**config.mk**
```make
export PLATFORM = sky130hd
export DESIGN_NAME = tmc_timer
export DESIGN_NICKNAME = d
export VERILOG_FILES = /design/src/tmc_pkg.sv /design/src/tmc_timer.sv
export VERILOG_INCLUDE_DIRS = /design/src /design/src/src
export SDC_FILE = /design/constraint.sdc
export NUM_CORES = 1
export LEC_CHECK = 0
export BUFFER_PORTS_ARGS = -buffer_cell sky130_fd_sc_hd__clkbuf_2
export CORE_AREA = 2 2 126 128
export CTS_CLUSTER_DIAMETER = 60
export DETAILED_ROUTE_END_ITERATION = 8
export DIE_AREA = 0 0 128 130
export GPL_TIMING_DRIVEN = 0
export PLACE_DENSITY = 0.71
export SLEW_MARGIN = 0
export SYNTH_ARGS = -nofsm -noshare
export SYNTH_HDL_FRONTEND = slang
export SYNTH_SLANG_ARGS = --single-unit
export TNS_END_PERCENT = 10
```
**constraint.sdc**
```tcl
create_clock -name hclk -period 4.8 [get_ports hclk]
set_input_delay 0.96 -clock hclk [delete_from_list [all_inputs] [get_ports hclk]]
set_output_delay 0.96 -clock hclk [all_outputs]
set_load 0.1 [all_outputs]
```
**src/tmc_regs.svh**
```systemverilog
// Register offsets, field positions, reset values and timing counts of the timer
`ifndef TMC_REGS_SVH
`define TMC_REGS_SVH

// Byte offsets, one aligned word each
`define TMC_OFF_CONTROL   12'h000
`define TMC_OFF_COUNT_LO  12'h004
`define TMC_OFF_COUNT_HI  12'h008
`define TMC_OFF_FLAGS     12'h00C
`define TMC_OFF_ENABLES   12'h010
`define TMC_OFF_CMP_PAIR  12'h014
`define TMC_OFF_CMP_MODE  12'h018

// Control field positions
`define TMC_BIT_ATOMIC    7
`define TMC_BIT_UNUSED6   6
`define TMC_BIT_PRESC_HI  5
`define TMC_BIT_PRESC_LO  4
`define TMC_BIT_OSC_EN    3
`define TMC_BIT_SYNC_BYP  2
`define TMC_BIT_CLK_SRC   1
`define TMC_BIT_COUNT_EN  0

// Overflow flag and enable position in the flag and enable registers
`define TMC_BIT_OVF       0

// Reset values
`define TMC_RST_CONTROL   8'h00
`define TMC_RST_FLAGS     8'h00
`define TMC_RST_ENABLES   8'h00
`define TMC_RST_CMP_PAIR  16'hFFFF
`define TMC_RST_CMP_MODE  4'h0
`define TMC_RST_COUNT     16'h0000

// Compare mode that issues the special event trigger
`define TMC_CMP_SPECIAL   4'hB

// Instruction cycle: Fosc/4, with hclk taken as Fosc
`define TMC_INST_DIV      2'h3

`endif

```
**src/tmc_pkg.sv**
```systemverilog
// Types shared by the timer design
package tmc_pkg;

    // Bus slave sequencing
    typedef enum logic [0:0] {
        TMC_BUS_IDLE    = 1'b0,
        TMC_BUS_RD_WAIT = 1'b1
    } tmc_bus_st_t;

endpackage

```
**src/tmc_timer.sv**
```systemverilog
// Sixteen-bit timer/counter with prescaler, oscillator control and AHB-Lite registers
`timescale 1ns/100ps
`include "tmc_regs.svh"

module tmc_timer
    import tmc_pkg::*;
(
    // Clock and reset
    input  wire logic        hclk,
    input  wire logic        hresetn,
    // AHB-Lite slave
    input  wire logic        hsel,
    input  wire logic [31:0] haddr,
    input  wire logic [1:0]  htrans,
    input  wire logic        hwrite,
    input  wire logic [2:0]  hsize,
    input  wire logic [31:0] hwdata,
    input  wire logic        hready,
    output logic             hreadyout,
    output logic [31:0]      hrdata,
    output logic             hresp,
    // External clock side
    input  wire logic        ext_clk_pin,
    input  wire logic        osc_in_pin,
    // System context
    input  wire logic        sleep_mode,
    input  wire logic        adc_enable,
    // Status and control outputs
    output logic             osc_run,
    output logic             osc_pins_force_input,
    output logic             overflow_irq,
    output logic             adc_start
);

    // Register state
    logic [7:0]  ctrl_r;
    logic [7:0]  flags_r;
    logic [7:0]  enables_r;
    logic [15:0] cmp_pair_r;
    logic [3:0]  cmp_mode_r;
    logic [15:0] count_r;
    logic [7:0]  hi_buf_r;
    logic [2:0]  presc_r;
    logic [1:0]  inst_div_r;
    logic        match_q_r;
    logic        adc_start_r;

    // Bus state
    tmc_bus_st_t bus_st_r;
    logic [11:0] addr_r;
    logic        wr_pend_r;
    logic [31:0] hrdata_r;

    // External input conditioning
    logic        sync1_r;
    logic        sync2_r;
    logic        sync3_r;
    logic        raw_q_r;

    // Decoded strobes and events
    logic        addr_ok;
    logic        wr_ctrl;
    logic        wr_lo;
    logic        wr_hi;
    logic        wr_flags;
    logic        wr_en;
    logic        wr_cmp;
    logic        wr_mode;
    logic        rd_lo;
    logic        atomic;
    logic        ext_src;
    logic        src_edge;
    logic        presc_done;
    logic        inc;
    logic        trig;
    logic        ovf_set;
    logic        inst_tick;
    logic        ext_level;

    // Last prescaler state for the selected ratio
    function automatic logic [2:0] presc_last(input logic [1:0] sel);
        case (sel)
            2'h0:    presc_last = 3'h0;
            2'h1:    presc_last = 3'h1;
            2'h2:    presc_last = 3'h3;
            default: presc_last = 3'h7;
        endcase
    endfunction

    // Register read view; bit 6 of control reads zero
    // Unmapped offsets read as zero after the same one wait state as other reads
    function automatic logic [31:0] rd_mux(input logic [11:0] a);
        case (a)
            `TMC_OFF_CONTROL:  rd_mux = {24'h000000, ctrl_r & 8'hBF};
            `TMC_OFF_COUNT_LO: rd_mux = {24'h000000, count_r[7:0]};
            `TMC_OFF_COUNT_HI: rd_mux = {24'h000000,
                                         atomic ? hi_buf_r : count_r[15:8]};
            `TMC_OFF_FLAGS:    rd_mux = {24'h000000, flags_r};
            `TMC_OFF_ENABLES:  rd_mux = {24'h000000, enables_r};
            `TMC_OFF_CMP_PAIR: rd_mux = {16'h0000, cmp_pair_r};
            `TMC_OFF_CMP_MODE: rd_mux = {28'h0000000, cmp_mode_r};
            default:           rd_mux = 32'h00000000;
        endcase
    endfunction

    // Compare hit in the special event mode; shared by the trigger and its edge stage
    function automatic logic special_hit(input logic [3:0] mode, input logic [15:0] cnt,
                                         input logic [15:0] cmp);
        special_hit = (mode == `TMC_CMP_SPECIAL) && (cnt == cmp);
    endfunction

    // Bus outputs; reads take one wait state so side effects settle first
    // Writes need no wait: hwdata is taken at the end of the data phase
    assign hreadyout = (bus_st_r != TMC_BUS_RD_WAIT);
    assign hrdata    = hrdata_r;
    assign hresp     = 1'b0;
    assign addr_ok   = hsel && htrans[1] && hready;

    // Address phase capture and read sequencing
    // A new address phase is only taken while hready is high
    always_ff @(posedge hclk or negedge hresetn) begin
        if (!hresetn) begin
            bus_st_r  <= TMC_BUS_IDLE;
            addr_r    <= 12'h000;
            wr_pend_r <= 1'b0;
        end else begin
            wr_pend_r <= addr_ok && hwrite;
            if (addr_ok) begin
                addr_r <= haddr[11:0];
            end
            if (bus_st_r == TMC_BUS_RD_WAIT) begin
                bus_st_r <= TMC_BUS_IDLE;
            end else if (addr_ok && !hwrite) begin
                bus_st_r <= TMC_BUS_RD_WAIT;
            end
        end
    end

    // Read data latched at the end of the wait state
    // Held until the next read, so a slow master still sees it
    always_ff @(posedge hclk or negedge hresetn) begin
        if (!hresetn) begin
            hrdata_r <= 32'h00000000;
        end else if (bus_st_r == TMC_BUS_RD_WAIT) begin
            hrdata_r <= rd_mux(addr_r);
        end
    end

    // Write strobes in the data phase
    // Strobes use the registered address, so they stand only in the data phase
    assign wr_ctrl  = wr_pend_r && (addr_r == `TMC_OFF_CONTROL);
    assign wr_lo    = wr_pend_r && (addr_r == `TMC_OFF_COUNT_LO);
    assign wr_hi    = wr_pend_r && (addr_r == `TMC_OFF_COUNT_HI);
    assign wr_flags = wr_pend_r && (addr_r == `TMC_OFF_FLAGS);
    assign wr_en    = wr_pend_r && (addr_r == `TMC_OFF_ENABLES);
    assign wr_cmp   = wr_pend_r && (addr_r == `TMC_OFF_CMP_PAIR);
    assign wr_mode  = wr_pend_r && (addr_r == `TMC_OFF_CMP_MODE);
    assign rd_lo    = (bus_st_r == TMC_BUS_RD_WAIT) && (addr_r == `TMC_OFF_COUNT_LO);
    assign atomic   = ctrl_r[`TMC_BIT_ATOMIC];
    assign ext_src  = ctrl_r[`TMC_BIT_CLK_SRC];

    // Control, enable and compare registers; counter off after reset
    // Bit 6 masked on the way in too, so it can never be set
    always_ff @(posedge hclk or negedge hresetn) begin
        if (!hresetn) begin
            ctrl_r     <= `TMC_RST_CONTROL;
            enables_r  <= `TMC_RST_ENABLES;
            cmp_pair_r <= `TMC_RST_CMP_PAIR;
            cmp_mode_r <= `TMC_RST_CMP_MODE;
        end else begin
            if (wr_ctrl) begin
                ctrl_r <= hwdata[7:0] & 8'hBF;
            end
            if (wr_en) begin
                enables_r <= hwdata[7:0];
            end
            if (wr_cmp) begin
                cmp_pair_r <= hwdata[15:0];
            end
            if (wr_mode) begin
                cmp_mode_r <= hwdata[3:0];
            end
        end
    end

    // Oscillator runs regardless of sleep and takes over both pins
    // Sleep leaves osc_run alone, so a crystal clocked count with the sync bypass set survives it
    assign osc_run              = ctrl_r[`TMC_BIT_OSC_EN];
    assign osc_pins_force_input = ctrl_r[`TMC_BIT_OSC_EN];

    // Instruction cycle divider; halts in sleep like the core clock
    // Free running, so the first tick after enable may come early
    always_ff @(posedge hclk or negedge hresetn) begin
        if (!hresetn) begin
            inst_div_r <= 2'h0;
        end else if (!sleep_mode) begin
            inst_div_r <= inst_div_r + 2'h1;
        end
    end
    assign inst_tick = !sleep_mode && (inst_div_r == `TMC_INST_DIV);

    // External level: oscillator input when running, else clock pin
    // Switching source while both lines idle low makes no false edge
    assign ext_level = ctrl_r[`TMC_BIT_OSC_EN] ? osc_in_pin : ext_clk_pin;

    // Two-stage synchroniser plus edge stage; raw sample for bypass path
    // Sync path costs three core edges but is safe with trigger resets
    // Only sync2_r reads sync1_r; the bypass keeps its own sample
    always_ff @(posedge hclk or negedge hresetn) begin
        if (!hresetn) begin
            sync1_r <= 1'b0;
            sync2_r <= 1'b0;
            sync3_r <= 1'b0;
            raw_q_r <= 1'b0;
        end else begin
            sync1_r <= ext_level;
            sync2_r <= sync1_r;
            sync3_r <= sync2_r;
            raw_q_r <= ext_level;
        end
    end

    // Source edge selection; synced edges depend on the core clock, so not in sleep
    // Bypass edges keep counting in sleep; sync edges wait for the core clock
    always_comb begin
        if (!ext_src) begin
            src_edge = inst_tick;
        end else if (ctrl_r[`TMC_BIT_SYNC_BYP]) begin
            src_edge = ext_level && !raw_q_r;
        end else begin
            src_edge = sync2_r && !sync3_r && !sleep_mode;
        end
    end

    // Prescaler; ratio picked by the two-bit field
    // Cleared by low byte writes so a fresh load waits a full ratio
    assign presc_done = (presc_r == presc_last(ctrl_r[`TMC_BIT_PRESC_HI:`TMC_BIT_PRESC_LO]));
    assign inc        = ctrl_r[`TMC_BIT_COUNT_EN] && src_edge && presc_done;

    always_ff @(posedge hclk or negedge hresetn) begin
        if (!hresetn) begin
            presc_r <= 3'h0;
        end else if (wr_lo) begin
            presc_r <= 3'h0;
        end else if (ctrl_r[`TMC_BIT_COUNT_EN] && src_edge) begin
            presc_r <= presc_done ? 3'h0 : presc_r + 3'h1;
        end
    end

    // Special event trigger: one pulse per compare match in mode 1011
    // Edge stage stops a held match from clearing the count on every cycle
    assign trig = special_hit(cmp_mode_r, count_r, cmp_pair_r) && !match_q_r;

    // Match edge stage; conversion start one cycle after the trigger
    always_ff @(posedge hclk or negedge hresetn) begin
        if (!hresetn) begin
            match_q_r   <= 1'b0;
            adc_start_r <= 1'b0;
        end else begin
            match_q_r   <= special_hit(cmp_mode_r, count_r, cmp_pair_r);
            adc_start_r <= trig && adc_enable;
        end
    end
    assign adc_start = adc_start_r;

    // Counter: write first, then trigger reset, then increment
    // Trigger beats increment, so a match at FFFF never flags an overflow
    always_ff @(posedge hclk or negedge hresetn) begin
        if (!hresetn) begin
            count_r <= `TMC_RST_COUNT;
        end else if (wr_lo && atomic) begin
            count_r <= {hi_buf_r, hwdata[7:0]};
        end else if (wr_lo) begin
            count_r[7:0] <= hwdata[7:0];
        end else if (wr_hi && !atomic) begin
            count_r[15:8] <= hwdata[7:0];
        end else if (trig) begin
            count_r <= 16'h0000;
        end else if (inc) begin
            count_r <= count_r + 16'h0001;
        end
    end

    // High byte buffer: written in atomic mode, loaded on low byte read
    // Loaded on the same edge as the read data, so both halves agree
    always_ff @(posedge hclk or negedge hresetn) begin
        if (!hresetn) begin
            hi_buf_r <= 8'h00;
        end else if (wr_hi && atomic) begin
            hi_buf_r <= hwdata[7:0];
        end else if (rd_lo && atomic) begin
            hi_buf_r <= count_r[15:8];
        end
    end

    // Overflow only from a real wrap, never from trigger or write
    // A write to the live count in the wrap cycle wins and raises no flag
    assign ovf_set = inc && (count_r == 16'hFFFF) && !trig && !wr_lo
                     && !(wr_hi && !atomic);

    // Flag register; hardware set wins over a coincident software clear
    // Other flag bits are plain storage for software
    always_ff @(posedge hclk or negedge hresetn) begin
        if (!hresetn) begin
            flags_r <= `TMC_RST_FLAGS;
        end else begin
            if (wr_flags) begin
                flags_r <= hwdata[7:0];
            end
            if (ovf_set) begin
                flags_r[`TMC_BIT_OVF] <= 1'b1;
            end
        end
    end

    // Interrupt gated by its enable
    // Level output; it drops when software clears the flag or the enable
    assign overflow_irq = flags_r[`TMC_BIT_OVF] && enables_r[`TMC_BIT_OVF];

endmodule

```
==> results of run 1 <==
logic make-up (layout without fill, tap and decap cells):
logic type,Yosys count,after routing
fa+ha+maj,3,3
xor+xnor,25,25
compound gates,108,108
simple gates,201,201
mux,71,71
flops,107,107
other cells,1,17
buf+inv,82,156
metrics by stage:
| stage | power [mW] | hold slack, ps | instance area [um2] |
|---|---|---|---|
| floorplan | 1.55 | 346 | 6040 |
| global placement | 1.71 | 353 | 6570 |
| detailed placement | 1.72 | 362 | 6580 |
| CTS | 2.46 | 379 | 6870 |
| global route | 2.57 | 392 | 6870 |
| finish | 2.46 | 375 | 6870 |
cell type report:
cell class / instances / area, um2
buffer: 55 / 294
clock buffer: 12 / 236
clock inverter: 4 / 51.3
fill: 1503 / 8560
inverter: 27 / 101
multi-input combinational: 425 / 2950
sequential: 107 / 2700
tap: 192 / 240
timing repair buffer: 58 / 299
metal layers:
metal	track usage, %	up-vias	share of wire (%)
met2	32.8	221	45
met1	28.5	2440	44
met4	7.05	0	2.7
met3	5.13	36	8.2
li1	-	2276	-
met5	0	-	0
worst paths after layout:
check	start	endpoint	slack, ps	cells after the start
max	addr_r[4]$_DFFE_PN0P_	hi_buf_r[5]$_DFFE_PN0P_	1910	7
min	sync2_r$_DFF_PN0_	sync3_r$_DFF_PN0_	370	0
max reg2reg	addr_r[4]$_DFFE_PN0P_	hi_buf_r[5]$_DFFE_PN0P_	1910	7
min reg2reg	sync2_r$_DFF_PN0_	sync3_r$_DFF_PN0_	370	0
max in group asynchronous	hresetn	ctrl_r[1]$_DFFE_PN0P_	3520	1
min in group asynchronous	hresetn	addr_r[6]$_DFFE_PN0P_	720	1
state kept, by name, summed over array words and instances, names as in the netlist:
| register | count |
|---|---|
| count_r | 16 |
| hi_buf_r | 8 |
| enables_r | 8 |
| cmp_pair_r | 16 |
| adc_start | 1 |
| bus_st_r | 1 |
| inst_div_r | 2 |
| match_q_r | 1 |
| sync2_r | 1 |
| raw_q_r | 1 |
| wr_pend_r | 1 |
| ctrl_r | 7 |
| hrdata | 16 |
| flags_r | 8 |
| cmp_mode_r | 4 |
| presc_r | 3 |
| addr_r | 12 |
| sync3_r | 1 |
synthesized netlist by cell type (all sizes together) (5+ instances only):
library cell and count:
a221oi 5, dfstp 16, xnor2 19, nand2 48, clkbuf 22, buf 33
nor2 44, a31oi 9, nand2b 5, nand3 31, nor4 9, a211oi 8
a21o 5, mux2i 16, mux2 55, and3 6, a22oi 10, nor3 15
dfrtp 91, a21oi 21, nand4 12, o2bb2ai 10, o21ai 19, inv 26
xor2 6
worst register-to-register path, cell delays in order (launching register included):
cell	delay, ps
dfrtp_1	360
clkbuf_1	210
nor3b_1	630
nand2_1	400
nor4_4	610
nor2_1	370
nand2_1	160
nand2_1	60
power groups by stage:
stage	sequential (mW)	combinational (mW)	clock [mW]
floorplan	1.09	0.452	0
global placement	1.10	0.609	0
detailed placement	1.10	0.620	0
CTS	1.08	0.623	0.749
global route	1.10	0.681	0.792
finish	1.09	0.628	0.746
==> results.json, run 1 <==
{
  "outcome": "completed",
  "clock-sinks": 107,
  "slowest_stage": "nor3b_1",
  "power_frac_clock_pct": 30.3,
  "mostFrequentLayoutCell": "dfrtp_1",
  "cts_tree": "built",
  "hold_viol": 0,
  "p_sw_mw": 0.828,
  "route.final.wire_length_mm": 16.6,
  "cts_hold_buffers": 0,
  "setup_ws_ps": 1910,
  "grt_pass1_wl_mm": 26.7,
  "fmax_mhz": 346,
  "cp.required_ps": 5050,
  "synthTopCellsByArea": "dfrtp_1 38%, mux2_2 10%, dfstp_2 7.0%",
  "drc": 0,
  "synth_top_area_share_pct": 38.1,
  "path_cells": "clkbuf_1 > nor3b_1 > nand2_1 > nor4_4 > nor2_1 > nand2_1 > nand2_1",
  "post-place-ws_ps": 1740,
  "worst_path_most_repeated_cell": "nand2_1",
  "clk_pin_slew_ps": 70,
  "skew_ps": 10.9,
  "synth_top_family_by_area": "simple AND/OR/NAND/NOR gates",
  "setup-violations-final": 0,
  "dieWidth_um": 128,
  "grt_overflow_total": 0,
  "crit_type": "reg2reg",
  "ys.warnings.count": 0,
  "rsz0062_at_grt": "false",
  "swShare_pct": 33.7,
  "clock-root-buffer": "clkbuf_16",
  "critPathLaunchType": "register",
  "drtIter0Drc": 475,
  "post-route-util_pct": 44.5,
  "synth.cell_area_mm2": 0.00598,
  "hold_class": "reg2reg",
  "synth_mux_area_share_pct": 13.0,
  "synth_top_area_cell": "dfrtp_1",
  "synthArstFlopShare_pct": 100,
  "cp-end-kind": "register",
  "pwr-share-seq_pct": 44.1,
  "vias_per_cell": 5.65,
  "path_delay_family": "simple AND/OR/NAND/NOR gates",
  "period_share_pct": 60.1,
  "postSynthCellCount": 598,
  "ctsResizeCount": 0,
  "finalSetupTns_ps": 0,
  "crit_buf_inv": 1,
  "maxCapViolCount": 0,
  "synth-simple-area-share_pct": 18.2,
  "drive_above_1_share_pct": 26.5,
  "placed_cells": 864,
  "clockBufferDepth": 2,
  "insertion_delay_ps": 360,
  "synth_cell_type_count": 68,
  "cts_setup_buffers": 0,
  "worst_slew_pin_slew_ps": 855,
  "synth_seq_cells": 107,
  "synth-compound-area-share_pct": 12.6,
  "ant_nets": 0,
  "final_cells": 880,
  "powerDensity_mw_per_mm2": 358,
  "num_vias": 4973,
  "die_y_um": 130,
  "cts_max_level": 3,
  "io_buffers": 58,
  "p_leak_nw": 2.99,
  "synth_xor_xnor_area_share_pct": 3.79,
  "synthAdderAreaFrac_pct": 0.627,
  "syn_area_per_cell_um2": 10.0,
  "relSlewSlack_pct": 42.7,
  "peakVddDrop_uv": 208,
  "critPathMaxFanout": 9,
  "nets": 764,
  "arrival_ps": 3140,
  "coreArea_mm2": 0.0154,
  "antenna_found_initial": 0,
  "io_pins": 116,
  "cts_buffers": 9,
  "dr.pass1.iters": 6,
  "syn2layout_area_growth_pct": 14.8,
  "comb_power_share_pct": 25.6,
  "final_max_slew_viol_count": 0,
  "final.min_clock_period_ps": 2890,
  "layout_common_cells": "91 x dfrtp_1, 57 x clkbuf_2, 54 x mux2_2, 48 x nand2_1, 44 x nor2_1",
  "gp_congestion": 0.933,
  "synth_sequential_area_ratio_pct": 45.1,
  "grt_usage_pct": 20.9,
  "diodes": 0,
  "wl_per_cell_um": 18.9,
  "hpwlAfterDp_mm": 11.9,
  "grt_start_max_net_pins": 108,
  "p_int_mw": 1.63,
  "dieArea_mm2": 0.0166,
  "initial_utilization_pct": 38.8,
  "max_stage_delay_ps": 620,
  "synth_edf_count": 0,
  "num_rows": 46,
  "grt_pass1_vias": 4849,
  "yosys_most_used_dff": "dfrtp_1"
}
Note: power is estimated with default switching activity, not from simulation.
==> inputs of run 2 (changes only) <==
clock period = 2.7 ns   (was 4.8 ns; I/O delays follow)
==> results.json, run 2 (synthesized netlist as in run 1, its figures left out) <==
{
  "outcome": "completed",
  "dr.pass1.iters": 5,
  "crit_type": "reg2reg",
  "layout_common_cells": "91 x dfrtp_1, 58 x clkbuf_2, 54 x mux2_2, 48 x nand2_1, 44 x nor2_1",
  "drtIter0Drc": 340,
  "hpwlAfterDp_mm": 11.9,
  "arrival_ps": 2850,
  "reg2reg_depth": 6,
  "insertion_delay_ps": 360,
  "syn2layout_area_growth_pct": 15.4,
  "comb_power_share_pct": 25.3,
  "r2r_end": "enables_r[5]$_DFFE_PN0P_",
  "final.min_clock_period_ps": 2610,
  "clk_pin_slew_ps": 70,
  "grt_pass1_vias": 4873,
  "io_buffers": 58,
  "wl_per_cell_um": 18.9,
  "drive_above_1_share_pct": 27.3,
  "num_vias": 5007,
  "relSlewSlack_pct": 43.7,
  "maxCapViolCount": 0,
  "pwr-share-seq_pct": 44.6,
  "ant_nets": 0,
  "setup-violations-final": 0,
  "diodes": 0,
  "mostFrequentLayoutCell": "dfrtp_1",
  "route.final.wire_length_mm": 16.6,
  "final_cells": 880,
  "finalSetupTns_ps": 0,
  "hold_class": "in2async",
  "swShare_pct": 33.6,
  "critPathMaxFanout": 8,
  "rsz0062_at_grt": "true",
  "stdcell_area_mm2": 0.00690,
  "placedInstanceArea_mm2": 0.00658,
  "cts_tree": "built",
  "p_int_mw": 2.90,
  "p_leak_nw": 3.02,
  "powerDensity_mw_per_mm2": 634,
  "final_max_slew_viol_count": 0,
  "coreArea_mm2": 0.0154,
  "cp-end-kind": "register",
  "die_y_um": 130,
  "grt_usage_pct": 21.0,
  "grt_overflow_total": 0,
  "cts_max_level": 3,
  "r2r_slack_ps": 90,
  "hold_viol": 0,
  "clock-root-buffer": "clkbuf_16",
  "drc": 0,
  "dieArea_mm2": 0.0166,
  "gp_congestion": 0.933,
  "reg2reg_from": "addr_r[7]$_DFFE_PN0P_",
  "initial_utilization_pct": 38.8,
  "p_total_mw": 4.38,
  "placed_cells": 864,
  "power_frac_clock_pct": 30.1,
  "io_pins": 116,
  "fmax_mhz": 383,
  "critPathLaunchType": "register",
  "peakVddDrop_uv": 367,
  "period_share_pct": 96.6,
  "grt_pass1_wl_mm": 26.8,
  "grt_start_max_net_pins": 108,
  "vias_per_cell": 5.69,
  "worst_slew_pin_slew_ps": 845,
  "cts_buffers": 9,
  "clock-sinks": 107,
  "cts_hold_buffers": 0,
  "cp.required_ps": 2940,
  "p_sw_mw": 1.47,
  "dieWidth_um": 128,
  "antenna_found_initial": 0,
  "num_rows": 46,
  "skew_ps": 9.68,
  "nets": 764,
  "clockBufferDepth": 2
}
run 2: per-layer routing:
layer	wire length, um	part of all wire, %	vias to the layer above	track usage (%)
li1	-	-	2280	-
met1	7160	43	2448	28.5
met2	7470	45	234	32.9
met3	1510	9.1	45	5.21
met4	503	3.0	0	7.50
met5	0	0	-	0
run 2: worst max-delay path, cell delays in order (launching register included):
cell	delay (ps)
dfrtp_1	400
nor4_4	500
nand3_1	370
nor3_1	420
and3_1	210
buf_2	230
mux2_2	360
run 2: power groups by stage:
stage | Clock (mW) | Combinational (mW) | Sequential, mW
final | 1.32 | 1.11 | 1.95
after CTS | 1.33 | 1.11 | 1.93
after detailed placement | 0 | 1.10 | 1.96
after floorplan | 0 | 0.804 | 1.95
after global placement | 0 | 1.08 | 1.95
after global routing | 1.41 | 1.20 | 1.97
run 2: what timing repair did:
item	4_1_cts	5_1_grt
setup buffers	1	0
pin swaps	1	0
gates resized for setup	0	7
endpoints found under the setup margin	8	29
run 2: how the worst max path moves through the flow:
stage	from	endpoint	slack (ps)	depth (start not counted)
final	addr_r[7]$_DFFE_PN0P_	enables_r[5]$_DFFE_PN0P_	90	6
after global routing	addr_r[7]$_DFFE_PN0P_	flags_r[0]$_DFFE_PN0P_	-30	6
after CTS	count_r[14]$_DFFE_PN0P_	count_r[7]$_DFFE_PN0P_	40	9
after detailed placement	addr_r[4]$_DFFE_PN0P_	hi_buf_r[5]$_DFFE_PN0P_	-110	7
after global placement	hresetn	presc_r[1]$_DFFE_PN0P_	-440	1
after floorplan	ctrl_r[3]$_DFFE_PN0P_	count_r[10]$_DFFE_PN0P_	40	6
run 2: metrics by stage:
stage          setup WS, ps  util [%]  hold WS (ps)
3_5_place_dp           -107      42.7           362
3_3_place_gp           -444      42.6           353
2_1_floorplan          38.6         -           244
4_1_cts                38.3      44.6           346
5_1_grt               -27.5      44.8           367
6_report               90.8      44.8           302
run 2: layout make-up:
cell class	count	area [um2]
plain buffers	54	292
clock buffers	12	236
clock inverters	4	51.3
fillers	1505	8520
inverters	27	101
multi-input cells	425	2980
flip-flops and latches	107	2700
well taps	192	240
repair buffers	59	307
